**src/ussl_pkg.sv**
```systemverilog
// package: register map, field positions, reset values and state layout for the sync slave port
package ussl_pkg;

   // ----------------------------------------------------------------
   // register byte addresses
   // ----------------------------------------------------------------
   localparam logic [7:0] ADDR_RX_CTRL = 8'h00; // receive_status_control
   localparam logic [7:0] ADDR_TX_HOLD = 8'h04; // transmit_holding_register
   localparam logic [7:0] ADDR_TX_CTRL = 8'h08; // transmit_status_control
   localparam logic [7:0] ADDR_BAUD = 8'h0c; // baud_control
   localparam logic [7:0] ADDR_DIVH = 8'h10; // baud_divisor_high
   localparam logic [7:0] ADDR_DIVL = 8'h14; // baud_divisor_low
   localparam logic [7:0] ADDR_RX_BUF = 8'h18; // receive_buffer_register
   localparam logic [7:0] ADDR_FLAGS = 8'h1c; // live flags, read only
   localparam logic [7:0] ADDR_EVT = 8'h20; // sticky events, write one to clear
   localparam logic [7:0] ADDR_MASK = 8'h24; // interrupt enables

   // ----------------------------------------------------------------
   // field positions
   // ----------------------------------------------------------------
   localparam int RC_PORT_EN = 7; // serial_port_enable
   localparam int RC_NINE_EN = 6; // nine_bit_receive_enable
   localparam int RC_SINGLE_EN = 5; // single_receive_enable
   localparam int RC_CONT_EN = 4; // continuous_receive_enable
   localparam int RC_FRAME_ERR = 2; // framing_error_flag
   localparam int RC_OVR_ERR = 1; // overrun_error_flag
   localparam int RC_NINTH_BIT = 0; // received_ninth_data_bit
   localparam int TX_CLK_SRC = 7; // clock_source_select
   localparam int TX_NINE_EN = 6; // nine_bit_transmit_enable
   localparam int TX_EN = 5; // transmit_enable_bit
   localparam int TX_SYNC = 4; // synchronous mode select
   localparam int TX_SHIFT_EMPTY = 1; // shift_register_empty
   localparam int TX_NINTH_BIT = 0; // transmit_ninth_data_bit
   localparam int BD_RX_IDLE = 6; // receiver idle, read only
   localparam int BD_CKPOL = 4; // shift clock polarity invert
   localparam int EV_TX = 0; // transmit buffer went empty
   localparam int EV_RX = 1; // word received
   localparam int EV_OVR = 2; // overrun

   // ----------------------------------------------------------------
   // write masks, reset values and counts
   // ----------------------------------------------------------------
   localparam logic [7:0] RX_CTRL_WMASK = 8'hf8;
   localparam logic [7:0] TX_CTRL_WMASK = 8'hfd;
   localparam logic [7:0] BAUD_WMASK = 8'hbb;
   localparam logic [7:0] REG_RESET = 8'h00;
   localparam logic [2:0] EVT_RESET = 3'h0;
   localparam logic [3:0] BITS8 = 4'h8; // bits in a short word
   localparam logic [3:0] BITS9 = 4'h9; // bits in a long word

   // ----------------------------------------------------------------
   // whole state of the top module
   // ----------------------------------------------------------------
   typedef struct packed {
      logic [7:0] rx_ctrl; // control bits of receive_status_control
      logic [7:0] tx_ctrl; // control bits of transmit_status_control
      logic [7:0] baud; // baud_control storage
      logic [7:0] divh; // unused by slave, kept for software
      logic [7:0] divl;
      logic [7:0] hold; // transmit_holding_register
      logic hold9; // ninth bit taken with the held word
      logic hold_full; // inverse of transmit_buffer_empty_flag
      logic [8:0] tx_shift; // transmit_shift_register
      logic [3:0] tcnt; // bits left, plus one before first shift
      logic [8:0] rx_shift; // receive_shift_register
      logic [3:0] rcnt; // bits received so far
      logic [7:0] rbuf; // receive_buffer_register
      logic rbuf9;
      logic rcif; // receive_complete_flag
      logic ovr_err; // overrun_error_flag
      logic [2:0] evt;
      logic [2:0] mask;
      logic dt_out;
      logic dt_oe;
      logic irq;
      logic pready;
      logic pslverr;
      logic [31:0] prdata;
   } ussl_state_type;

endpackage : ussl_pkg

```
**src/ussl_top.sv**
```systemverilog
// module: synchronous slave serial port with apb registers and interrupt
//
// Operation
// - clear clock source bit: slave, external clock
// - keep shifting in every low-power mode
// - first queued word moves to shifter at once
// - second word waits, empty flag stays clear
// - refill shifter first, then set empty flag
// - empty flag raises enabled wake interrupt
// - single receive enable ignored in slave
// - continuous receive works during low power
// - completed word goes to receive buffer
// - word received sets flag, enabled interrupt wakes
// - clearing continuous receive clears error state
// - empty flag clears only by data write
// - shifter-empty status bit, no interrupt
`timescale 1ns/10ps
module ussl_top (
   input wire logic pclk,
   input wire logic presetn,
   input wire logic ce,
   input wire logic psel,
   input wire logic penable,
   input wire logic pwrite,
   input wire logic [7:0] paddr,
   input wire logic [31:0] pwdata,
   output logic [31:0] prdata,
   output logic pready,
   output logic pslverr,
   input wire logic shift_clock_pin,
   input wire logic dt_in,
   output logic dt_out,
   output logic dt_oe,
   output logic irq
);
   import ussl_pkg::*;

   // ----------------------------------------------------------------
   // pin synchronisers and edge finder
   // ----------------------------------------------------------------
   logic [1:0] pins_q; // bit1 clock, bit0 data, both two flops late
   logic ck_lvl; // clock after polarity choice
   logic ck_rise; // shift edge
   logic ck_fall; // sample edge

   ussl_sync #(.W(2)) u_sync (
      .pclk(pclk),
      .presetn(presetn),
      .ce(ce),
      .d({shift_clock_pin, dt_in}),
      .q(pins_q)
   );

   ussl_state_type st_ff; // all state
   ussl_state_type nxt_st; // its next value

   // polarity bit inverts the idle level of the incoming clock
   assign ck_lvl = pins_q[1] ^ st_ff.baud[BD_CKPOL];

   ussl_edge u_edge (
      .pclk(pclk),
      .presetn(presetn),
      .ce(ce),
      .lvl(ck_lvl),
      .rise(ck_rise),
      .fall(ck_fall)
   );

   // ----------------------------------------------------------------
   // decoded control
   // ----------------------------------------------------------------
   logic slave_on; // port enabled in synchronous slave mode
   logic tx_run; // transmitter allowed to move
   logic rx_run; // receiver allowed to sample
   logic setup; // apb setup cycle
   logic done; // apb access completes at this edge
   logic wr; // completing write
   logic mapped; // address hits a register
   logic [3:0] tx_bits; // word length for transmit
   logic [3:0] rx_bits; // word length for receive
   logic [8:0] rx_word; // finished word, ninth bit on top
   logic rx_last; // this falling edge ends a word
   logic [31:0] rd_mux; // read data for the addressed register
   logic [2:0] ev_set; // events raised this cycle, they beat a clear

   // no gating on sleep or idle: everything runs off the pin clock
   assign slave_on = st_ff.rx_ctrl[RC_PORT_EN] & st_ff.tx_ctrl[TX_SYNC]
      & ~st_ff.tx_ctrl[TX_CLK_SRC];
   assign tx_run = slave_on & st_ff.tx_ctrl[TX_EN];
   // single-shot enable plays no part: only continuous enable starts the receiver
   assign rx_run = slave_on & st_ff.rx_ctrl[RC_CONT_EN] & ~st_ff.ovr_err;
   assign setup = psel & ~penable;
   assign done = psel & penable & st_ff.pready;
   assign wr = done & pwrite & mapped;
   assign tx_bits = st_ff.tx_ctrl[TX_NINE_EN] ? BITS9 : BITS8;
   assign rx_bits = st_ff.rx_ctrl[RC_NINE_EN] ? BITS9 : BITS8;
   assign rx_last = rx_run & ck_fall & (st_ff.rcnt + 4'h1 == rx_bits);
   // long words arrive in all nine bits, short ones in the low eight with a zero on top
   assign rx_word = st_ff.rx_ctrl[RC_NINE_EN] ? {dt_in_s(), st_ff.rx_shift[8:1]}
      : {1'b0, dt_in_s(), st_ff.rx_shift[8:2]};

   // synchronised data pin
   function automatic logic dt_in_s();
      return pins_q[0];
   endfunction : dt_in_s

   // ----------------------------------------------------------------
   // address decode and read mux
   // ----------------------------------------------------------------
   always_comb begin
      mapped = 1'b1;
      rd_mux = '0;
      unique case (paddr)
         ADDR_RX_CTRL: begin
            rd_mux[7:0] = {st_ff.rx_ctrl[7:3], 1'b0, st_ff.ovr_err, st_ff.rbuf9};
         end
         ADDR_TX_HOLD: begin
            rd_mux[7:0] = REG_RESET; // write only
         end
         ADDR_TX_CTRL: begin
            rd_mux[7:0] = st_ff.tx_ctrl;
            rd_mux[TX_SHIFT_EMPTY] = (st_ff.tcnt == 4'h0);
         end
         ADDR_BAUD: begin
            rd_mux[7:0] = st_ff.baud;
            rd_mux[BD_RX_IDLE] = (st_ff.rcnt == 4'h0);
         end
         ADDR_DIVH: begin
            rd_mux[7:0] = st_ff.divh;
         end
         ADDR_DIVL: begin
            rd_mux[7:0] = st_ff.divl;
         end
         ADDR_RX_BUF: begin
            rd_mux[7:0] = st_ff.rbuf;
         end
         ADDR_FLAGS: begin
            rd_mux[1:0] = {st_ff.rcif, ~st_ff.hold_full};
         end
         ADDR_EVT: begin
            rd_mux[2:0] = st_ff.evt;
         end
         ADDR_MASK: begin
            rd_mux[2:0] = st_ff.mask;
         end
         default: begin
            mapped = 1'b0; // unmapped: zero data, error answer
         end
      endcase
   end

   // ----------------------------------------------------------------
   // next state
   // ----------------------------------------------------------------
   always_comb begin
      nxt_st = st_ff;
      nxt_st.pready = 1'b0;
      nxt_st.pslverr = 1'b0;
      ev_set = 3'h0;

      // apb answer: one wait-free access cycle, data taken at setup
      if (setup) begin
         nxt_st.pready = 1'b1;
         nxt_st.pslverr = ~mapped;
         nxt_st.prdata = pwrite ? 32'h0000_0000 : rd_mux;
         if (!pwrite && paddr == ADDR_RX_BUF) begin
            nxt_st.rcif = 1'b0; // reading the buffer frees it
         end
      end

      // transmitter: shift out on rising edges of the pin clock
      if (!tx_run) begin
         nxt_st.tcnt = 4'h0;
      end else if (ck_rise && st_ff.tcnt > 4'h1) begin
         nxt_st.dt_out = st_ff.tx_shift[0];
         nxt_st.tx_shift = {1'b0, st_ff.tx_shift[8:1]};
         nxt_st.tcnt = st_ff.tcnt - 4'h1;
      end else if (ck_rise && st_ff.tcnt == 4'h1) begin
         nxt_st.tcnt = 4'h0; // last bit has had its full clock
      end
      // a held word only moves once the shifter is empty
      if (tx_run && st_ff.hold_full && nxt_st.tcnt == 4'h0) begin
         nxt_st.hold_full = 1'b0;
         nxt_st.evt[EV_TX] = 1'b1;
         ev_set[EV_TX] = 1'b1;
         if (ck_rise) begin
            // chained word: its first bit goes out on this same edge
            nxt_st.dt_out = st_ff.hold[0];
            nxt_st.tx_shift = {1'b0, st_ff.hold9, st_ff.hold[7:1]};
            nxt_st.tcnt = tx_bits;
         end else begin
            nxt_st.tx_shift = {st_ff.hold9, st_ff.hold};
            nxt_st.tcnt = tx_bits + 4'h1;
         end
      end
      nxt_st.dt_oe = tx_run & ~st_ff.rx_ctrl[RC_CONT_EN];

      // receiver: sample on falling edges of the pin clock
      if (!st_ff.rx_ctrl[RC_CONT_EN] || !slave_on) begin
         nxt_st.rcnt = 4'h0;
         nxt_st.ovr_err = 1'b0;
      end else if (rx_last) begin
         nxt_st.rcnt = 4'h0;
         if (nxt_st.rcif) begin
            // buffer still unread: word is lost, receiver stops
            nxt_st.ovr_err = 1'b1;
            nxt_st.evt[EV_OVR] = 1'b1;
            ev_set[EV_OVR] = 1'b1;
         end else begin
            nxt_st.rbuf = rx_word[7:0];
            nxt_st.rbuf9 = rx_word[8];
            nxt_st.rcif = 1'b1;
            nxt_st.evt[EV_RX] = 1'b1;
            ev_set[EV_RX] = 1'b1;
         end
      end else if (rx_run && ck_fall) begin
         nxt_st.rx_shift = {dt_in_s(), st_ff.rx_shift[8:1]};
         nxt_st.rcnt = st_ff.rcnt + 4'h1;
      end

      // register writes land at the completing access edge
      if (wr) begin
         unique case (paddr)
            ADDR_RX_CTRL: nxt_st.rx_ctrl = pwdata[7:0] & RX_CTRL_WMASK;
            ADDR_TX_HOLD: begin
               nxt_st.hold = pwdata[7:0];
               nxt_st.hold9 = st_ff.tx_ctrl[TX_NINTH_BIT];
               nxt_st.hold_full = 1'b1;
            end
            ADDR_TX_CTRL: nxt_st.tx_ctrl = pwdata[7:0] & TX_CTRL_WMASK;
            ADDR_BAUD: nxt_st.baud = pwdata[7:0] & BAUD_WMASK;
            ADDR_DIVH: nxt_st.divh = pwdata[7:0];
            ADDR_DIVL: nxt_st.divl = pwdata[7:0];
            // an event raised this cycle wins over the clear, even if already set
            ADDR_EVT: nxt_st.evt = (st_ff.evt & ~pwdata[2:0]) | ev_set;
            ADDR_MASK: nxt_st.mask = pwdata[2:0];
            default: nxt_st.mask = st_ff.mask; // read-only registers
         endcase
      end

      // level interrupt, no edge needed to wake from low power
      nxt_st.irq = |(nxt_st.evt & nxt_st.mask);
   end

   // ----------------------------------------------------------------
   // state register, frozen while ce is low
   // ----------------------------------------------------------------
   always_ff @(posedge pclk or negedge presetn) begin
      if (!presetn) begin
         st_ff <= '0;
      end else if (ce) begin
         st_ff <= nxt_st;
      end
   end

   assign prdata = st_ff.prdata;
   assign pready = st_ff.pready;
   assign pslverr = st_ff.pslverr;
   assign dt_out = st_ff.dt_out;
   assign dt_oe = st_ff.dt_oe;
   assign irq = st_ff.irq;

   logic wr_hold; // completing write to the holding register
   assign wr_hold = wr & (paddr == ADDR_TX_HOLD);
endmodule : ussl_top

```
**src/ussl_sync.sv**
```systemverilog
// module: two-flop synchroniser for pin levels
`timescale 1ns/10ps
module ussl_sync #(
   parameter int W = 2
) (
   input wire logic pclk,
   input wire logic presetn,
   input wire logic ce,
   input wire logic [W-1:0] d,
   output logic [W-1:0] q
);
   // first stage is read only by the second stage
   typedef struct packed {
      logic [W-1:0] meta;
      logic [W-1:0] sync;
   } ussl_sync_type;

   ussl_sync_type st_ff;
   ussl_sync_type nxt_st;

   // ----------------------------------------------------------------
   // next state
   // ----------------------------------------------------------------
   always_comb begin
      nxt_st.meta = d;
      nxt_st.sync = st_ff.meta;
   end

   // register, frozen while ce is low
   always_ff @(posedge pclk or negedge presetn) begin
      if (!presetn) begin
         st_ff <= '0;
      end else if (ce) begin
         st_ff <= nxt_st;
      end
   end

   assign q = st_ff.sync;
endmodule : ussl_sync

```
**src/ussl_edge.sv**
```systemverilog
// module: edge finder for a synchronised shift clock level
`timescale 1ns/10ps
module ussl_edge (
   input wire logic pclk,
   input wire logic presetn,
   input wire logic ce,
   input wire logic lvl,
   output logic rise,
   output logic fall
);
   // previous level only
   typedef struct packed {
      logic prev;
   } ussl_edge_type;

   ussl_edge_type st_ff;
   ussl_edge_type nxt_st;

   always_comb begin
      nxt_st.prev = lvl;
   end

   // clock idles low after reset, so a high pin at release reads as a rise
   always_ff @(posedge pclk or negedge presetn) begin
      if (!presetn) begin
         st_ff <= '0;
      end else if (ce) begin
         st_ff <= nxt_st;
      end
   end

   // a pulse is held off while ce is low so no edge is counted twice
   assign rise = ce & lvl & ~st_ff.prev;
   assign fall = ce & ~lvl & st_ff.prev;
endmodule : ussl_edge

```
**config.mk**
```make
export PLATFORM = sky130hd
export DESIGN_NAME = ussl_top
export DESIGN_NICKNAME = d
export VERILOG_FILES = /design/src/ussl_pkg.sv /design/src/ussl_top.sv /design/src/ussl_sync.sv /design/src/ussl_edge.sv
export SDC_FILE = /design/constraint.sdc
export NUM_CORES = 1
export LEC_CHECK = 0
export ABC_CLOCK_PERIOD_IN_PS = 3100
export BUFFER_PORTS_ARGS = -buffer_cell sky130_fd_sc_hd__buf_4
export CELL_PAD_IN_SITES_DETAIL_PLACEMENT = 1
export CELL_PAD_IN_SITES_GLOBAL_PLACEMENT = 1
export CORE_AREA = 5 5 116 118
export CTS_CLUSTER_DIAMETER = 40
export DETAILED_ROUTE_END_ITERATION = 16
export DIE_AREA = 0 0 121 123
export GPL_ROUTABILITY_DRIVEN = 0
export PLACE_DENSITY_LB_ADDON = 0.1
export SYNTH_ARGS = -nofsm -noshare
export SYNTH_HDL_FRONTEND = slang
export SYNTH_SLANG_ARGS = --single-unit
export TNS_END_PERCENT = 5
```
**constraint.sdc**
```tcl
create_clock -name pclk -period 3.1 [get_ports pclk]
set_clock_uncertainty 0.15 [all_clocks]
set_input_delay 0.62 -clock pclk [delete_from_list [all_inputs] [get_ports pclk]]
set_output_delay 0.62 -clock pclk [all_outputs]
set_load 0.005 [all_outputs]
```
; Word level (Yosys, flattened, before mapping)
; Index checks and enable logic that the tools add are counted.
[classes]
multipliers = 0
n_eq_ne = 11
bitwise_logic = 33
n_shift = 0
reduce_logical = 33
add_sub_neg = 3
n_div = 0
order_cmp = 1
mux = 42
[ops]
columns = operator, count
row1 = $mux 34, 1
row2 = $eq 8x5->1 const B, 4
row3 = $pmux 5 s6, 1
row4 = $mux 4, 7
row5 = $mux 9, 3
row6 = $reduce_and 3->1, 8
row7 = $mux 1, 18
row8 = $pmux 2 s9, 1
row9 = $and 1x1->1, 17
row10 = $eq 8x4->1 const B, 2
row11 = $eq 8x6->1 const B, 2
row12 = $mux 14, 1
row13 = $mux 13, 1
row14 = $logic_not 4->1, 3
row15 = $not 1->1, 11
row16 = $reduce_or 10->1, 1
row17 = $add 4x1->4 const B, 2
row18 = $eq 8x3->1 const B, 1
row19 = $logic_not 8->1, 1
row20 = $mux 2, 4
row21 = $mux 8, 1
row22 = $reduce_and 4->1, 2
row23 = $reduce_bool 2->1, 4
row24 = $and 3x3->3, 2
row25 = 16 further kinds, 25
[totals]
latchBits = 0
memories = 0
output_inout_bits = 37
in_bits = 48
mem_bits_rw = 0
rom_bits = 0
ff_bits = 129

; Logic depth before layout (Yosys ltp)
[logic_depth]
ltp_word = 15
mapped_depth = 11
mapped_depth_nobuf = 9

; Modules after synthesis
; From an unflattened synthesis, not the netlist that was laid out.
[unflattened]
cells_unflattened = 496
area_unflattened_um2 = 5576.6
[by_module_without_submodules]
columns = mod, cells_each, area_per_inst_um2, instances
row1 = ussl_top, 484, 5371.4, 1
row2 = ussl_sync, 8, 145.1, 1
row3 = ussl_edge, 4, 60.1, 1

; Least setup slack after synthesis
; No wires, ideal clock.
[synth_path]
kind = register to register
startpoint = register st_ff[67] (netlist name)
endpoint = register st_ff, in the netlist dt_out
setup_time_ns = 0.124
arrival_time_ns = 2.527
required_ns = 2.826
path_slack_ns = 0.299
stages_incl_launch_ff = 11
path_buffers = 2
path_cell_list = dfrtp_1 inv_1 ha_1 or2_0 a211o_4 o21a_1 or3_4 or2_1 buf_6 buf_6 o31a_1
[synth_via]
elab_chain_cells = 8
elab_cells_between_ends = 14
cone_classes = add/sub (1) / order compare (1) / eq/ne (1) / mux (7) / reduce/logical (4)
[synth_lines]
columns = item, line_no
row1 = start: declaration, ussl_top.sv:54  ; ussl_state_type st_ff;
row2 = start signal: assignment, ussl_top.sv:252  ; st_ff <= nxt_st;
row3 = "parallel branches: the longest is 7 deep, another holds $gt 4x1->1", -
row4 = $mux 1 *, ussl_top.sv:182  ; if (tx_run && st_ff.hold_full && nxt_st.tcnt == 4'h0) begin
; Mark *: on every way between the ends.
; A chain may end at the register's enable or synchronous reset.

; Final worst setup path
[layout_path]
startpoint = register st_ff[68] (netlist name)
endpoint = register st_ff[78] (netlist name)
[layout_via]
elab_chain_cells = 9
elab_cells_between_ends = 14
cone_classes = add/sub (1) / order compare (1) / eq/ne (1) / mux (4) / reduce/logical (7)
[layout_lines]
columns = item
row1 = "parallel branches: the longest is 9 deep, another holds $gt 4x1->1"
; Several ways; the timed one is not identified.

==> results.json <==
{
  "startpoint_type": "register",
  "irDropWorstVdd_mv": 0.375,
  "share_of_layout_cells_above_drive_strength_1_pct": 28.1,
  "clock_tree.htree_level_count": 3,
  "die_w_um": 121,
  "crit_path_max_fanout": 11,
  "final_setup_margin_ns": 0.109,
  "cts_tree": "done",
  "combined_area_of_the_multi_input_logic_cells_sq_um": 2520,
  "post_placement_setup_slack_ns": 0.0276,
  "drt.antenna.violating_nets": 0,
  "cp.required_ns": 3.16,
  "layout.cells.most_common_list": "103 x dfrtp_1, 68 x mux2_2, 58 x buf_4",
  "cellPowerDensity_nw_per_um2": 437,
  "syn_to_final_growth_pct": 13.4,
  "cts_made_buffers": 9,
  "finalPower_uw": 2670,
  "grt_pass1_wl_um": 23500,
  "synth-seq-area-share_pct": 48.3,
  "clockBufferDepth": 2,
  "place.port_buffers": 36,
  "synth-edff-count": 0,
  "route.detailed.wl_per_inst_um": 20.1,
  "grt_max_degree": 68,
  "grt_setup_unrepaired": "no",
  "grt_antenna_before_repair": 0,
  "layoutNonFillerInstCount": 717,
  "holdCritPathClass": "input port to async pin",
  "remaining_drc_errors": 0,
  "grt_util_all_layers_pct": 20.5,
  "power_leakage_uw": 0.00280,
  "cp_data_arrival_time_ns": 3.05,
  "detailroute.via_count": 3985,
  "finish_stage_setup_viols": 0,
  "outcome": "finished clean",
  "synthFlopType": "dfrtp_1",
  "postSynthRegisterBits": 104,
  "floorplan.die_area_sq_um": 14900,
  "ys_types": 63,
  "setup-tns-final_ns": 0,
  "fillCellCount": 1341,
  "max-cap-violations": 0,
  "instance_count_after_placement_with_tap_cells_included": 701,
  "io_pins": 85,
  "core.rowCount": 41,
  "slew_viol_final": 0,
  "average_footprint_of_a_synthesized_cell_sq_um": 10.9,
  "max-slew-margin-rel_pct": 54.8,
  "post_cts_clock_slew_at_the_launch_and_capture_registers_of_the_worst_setup_and_hold_paths_ns": 0.07,
  "fin_nets": 594,
  "syn_area_sq_um": 5390,
  "detail_route.first_pass.iterations": 4,
  "finalWirelength_um": 14400,
  "die_h_um": 123,
  "ctsHoldBuffers": 0,
  "yosysWarnings": 0,
  "antenna_cells": 0,
  "first_iter_violations": 157,
  "clock_sinks": 104,
  "ff_latch_area_sq_um": 2600,
  "cts_post_setup_buffers_inserted": 0,
  "cts-resized-gates": 0,
  "finalCriticalPeriod_ns": 2.99,
  "layout_commonest_cell": "dfrtp_1",
  "dp_wirelength_um": 10500,
  "async_sr_flop_fraction_pct": 100,
  "initial_core_util_pct": 43.6,
  "fmaxAchievable_mhz": 334,
  "hold_viol": 0,
  "setup.worst_path.class": "register to register",
  "postLayoutCoreUtil_pct": 49.4,
  "placeableCoreArea_sq_um": 12400,
  "clk_root_buffer_cell": "clkbuf_16",
  "cp-end-kind": "register",
  "grt_remaining_overflow": 0,
  "detail_route.vias_per_cell": 5.56,
  "grt_pass1_vias": 4263,
  "postSynthCellCount": 494,
  "worst_skew_pair.late_latency_ns": 0.36,
  "share_of_the_clock_period_used_by_the_worst_path_pct": 96.5,
  "worst_slew_pin_slew_ns": 0.675
}
-- through the flow --
| stage | hold slack [ns] | cell area, sq um |
|---|---|---|
| after detailed placement | 0.324 | 5830 |
| final | 0.0830 | 6110 |
| after global placement | 0.318 | 5830 |
| after CTS | 0.0969 | 6110 |
| after global routing | 0.127 | 6110 |
| after floorplan | 0.174 | 5470 |
-- cell families after synthesis --
group,after synthesis,synth area share (%)
AO/OA/AOI/OAI,112,14.8
XOR/XNOR,4,0.790
adder cells (fa/ha/maj),6,1.39
buffers and inverters,57,6.50
flip-flops,104,48.3
multiplexers,78,16.1
other,1,0.0696
AND/OR/NAND/NOR,132,12.1
-- per-layer routing --
| metal | wire length, um | vias to the layer above | GRT usage (%) |
|---|---|---|---|
| li1 | - | 1841 | - |
| met3 | 532 | 20 | 4.03 |
| met5 | 0 | - | 0 |
| met2 | 6700 | 76 | 33.0 |
| met4 | 306 | 0 | 7.08 |
| met1 | 6880 | 2048 | 27.7 |
-- final timing paths --
path	startpoint	to	slack, ns	cells after the start
max	st_ff[68]	st_ff[78]	0.11	10
min	presetn	st_ff[101]	0.08	1
max reg2reg	st_ff[68]	st_ff[78]	0.11	10
min reg2reg	prdata[0]	prdata[0]	0.33	1
max in group asynchronous	presetn	st_ff[99]	1.99	2
min in group pclk	prdata[0]	prdata[0]	0.33	1
-- final cells by class --
type                            count  area share [%]
Tap cell                          172            3.52
Timing Repair Buffer               59            7.45
Inverter                           10           0.614
Clock inverter                      5           0.532
Sequential cell                   104            42.6
Multi-Input combinational cell    356            41.3
Clock buffer                       11            3.97
-- where the power goes --
part	internal (uW)	switching, uW	total [uW]
Clock	565	528	1090
Combinational	68.4	125	194
Sequential	1370	15.2	1380
Total	2000	669	2670
-- state kept, by name, summed over array words and instances (netlist names) --
| register | flops |
|---|---|
| u_sync.nxt_st | 2 |
| prdata | 8 |
| pready | 1 |
| st_ff | 86 |
| u_sync.q | 2 |
| pslverr | 1 |
| irq | 1 |
| u_edge.st_ff | 1 |
| dt_out | 1 |
| dt_oe | 1 |
-- cell usage after synthesis (all sizes together), types with 6 or more instances --
cell / number / share of area (%)
a21oi: 11 / 1.2
a22o: 7 / 1.1
a22oi: 20 / 2.8
a2bb2oi: 8 / 1.3
buf: 36 / 5.0
clkbuf: 11 / 0.77
dfrtp: 104 / 48
ha: 6 / 1.4
inv: 9 / 0.63
mux2: 68 / 14
mux2i: 10 / 1.9
nand2: 48 / 3.3
nand3: 15 / 1.4
nor2: 28 / 2.0
nor3: 9 / 1.1
o21ai: 28 / 2.6
o22ai: 8 / 0.93
-- critical path, stage by stage (launching register included) --
cell and delay [ns]:
dfrtp_1 0.40, inv_1 0.11, ha_1 0.22, or2_0 0.25, a211o_4 0.39, o21a_1 0.20, or3_4 0.38, or2_4 0.29
buf_4 0.18, o22ai_1 0.17, a2bb2oi_1 0.09
(Power assumes the default switching activity.)
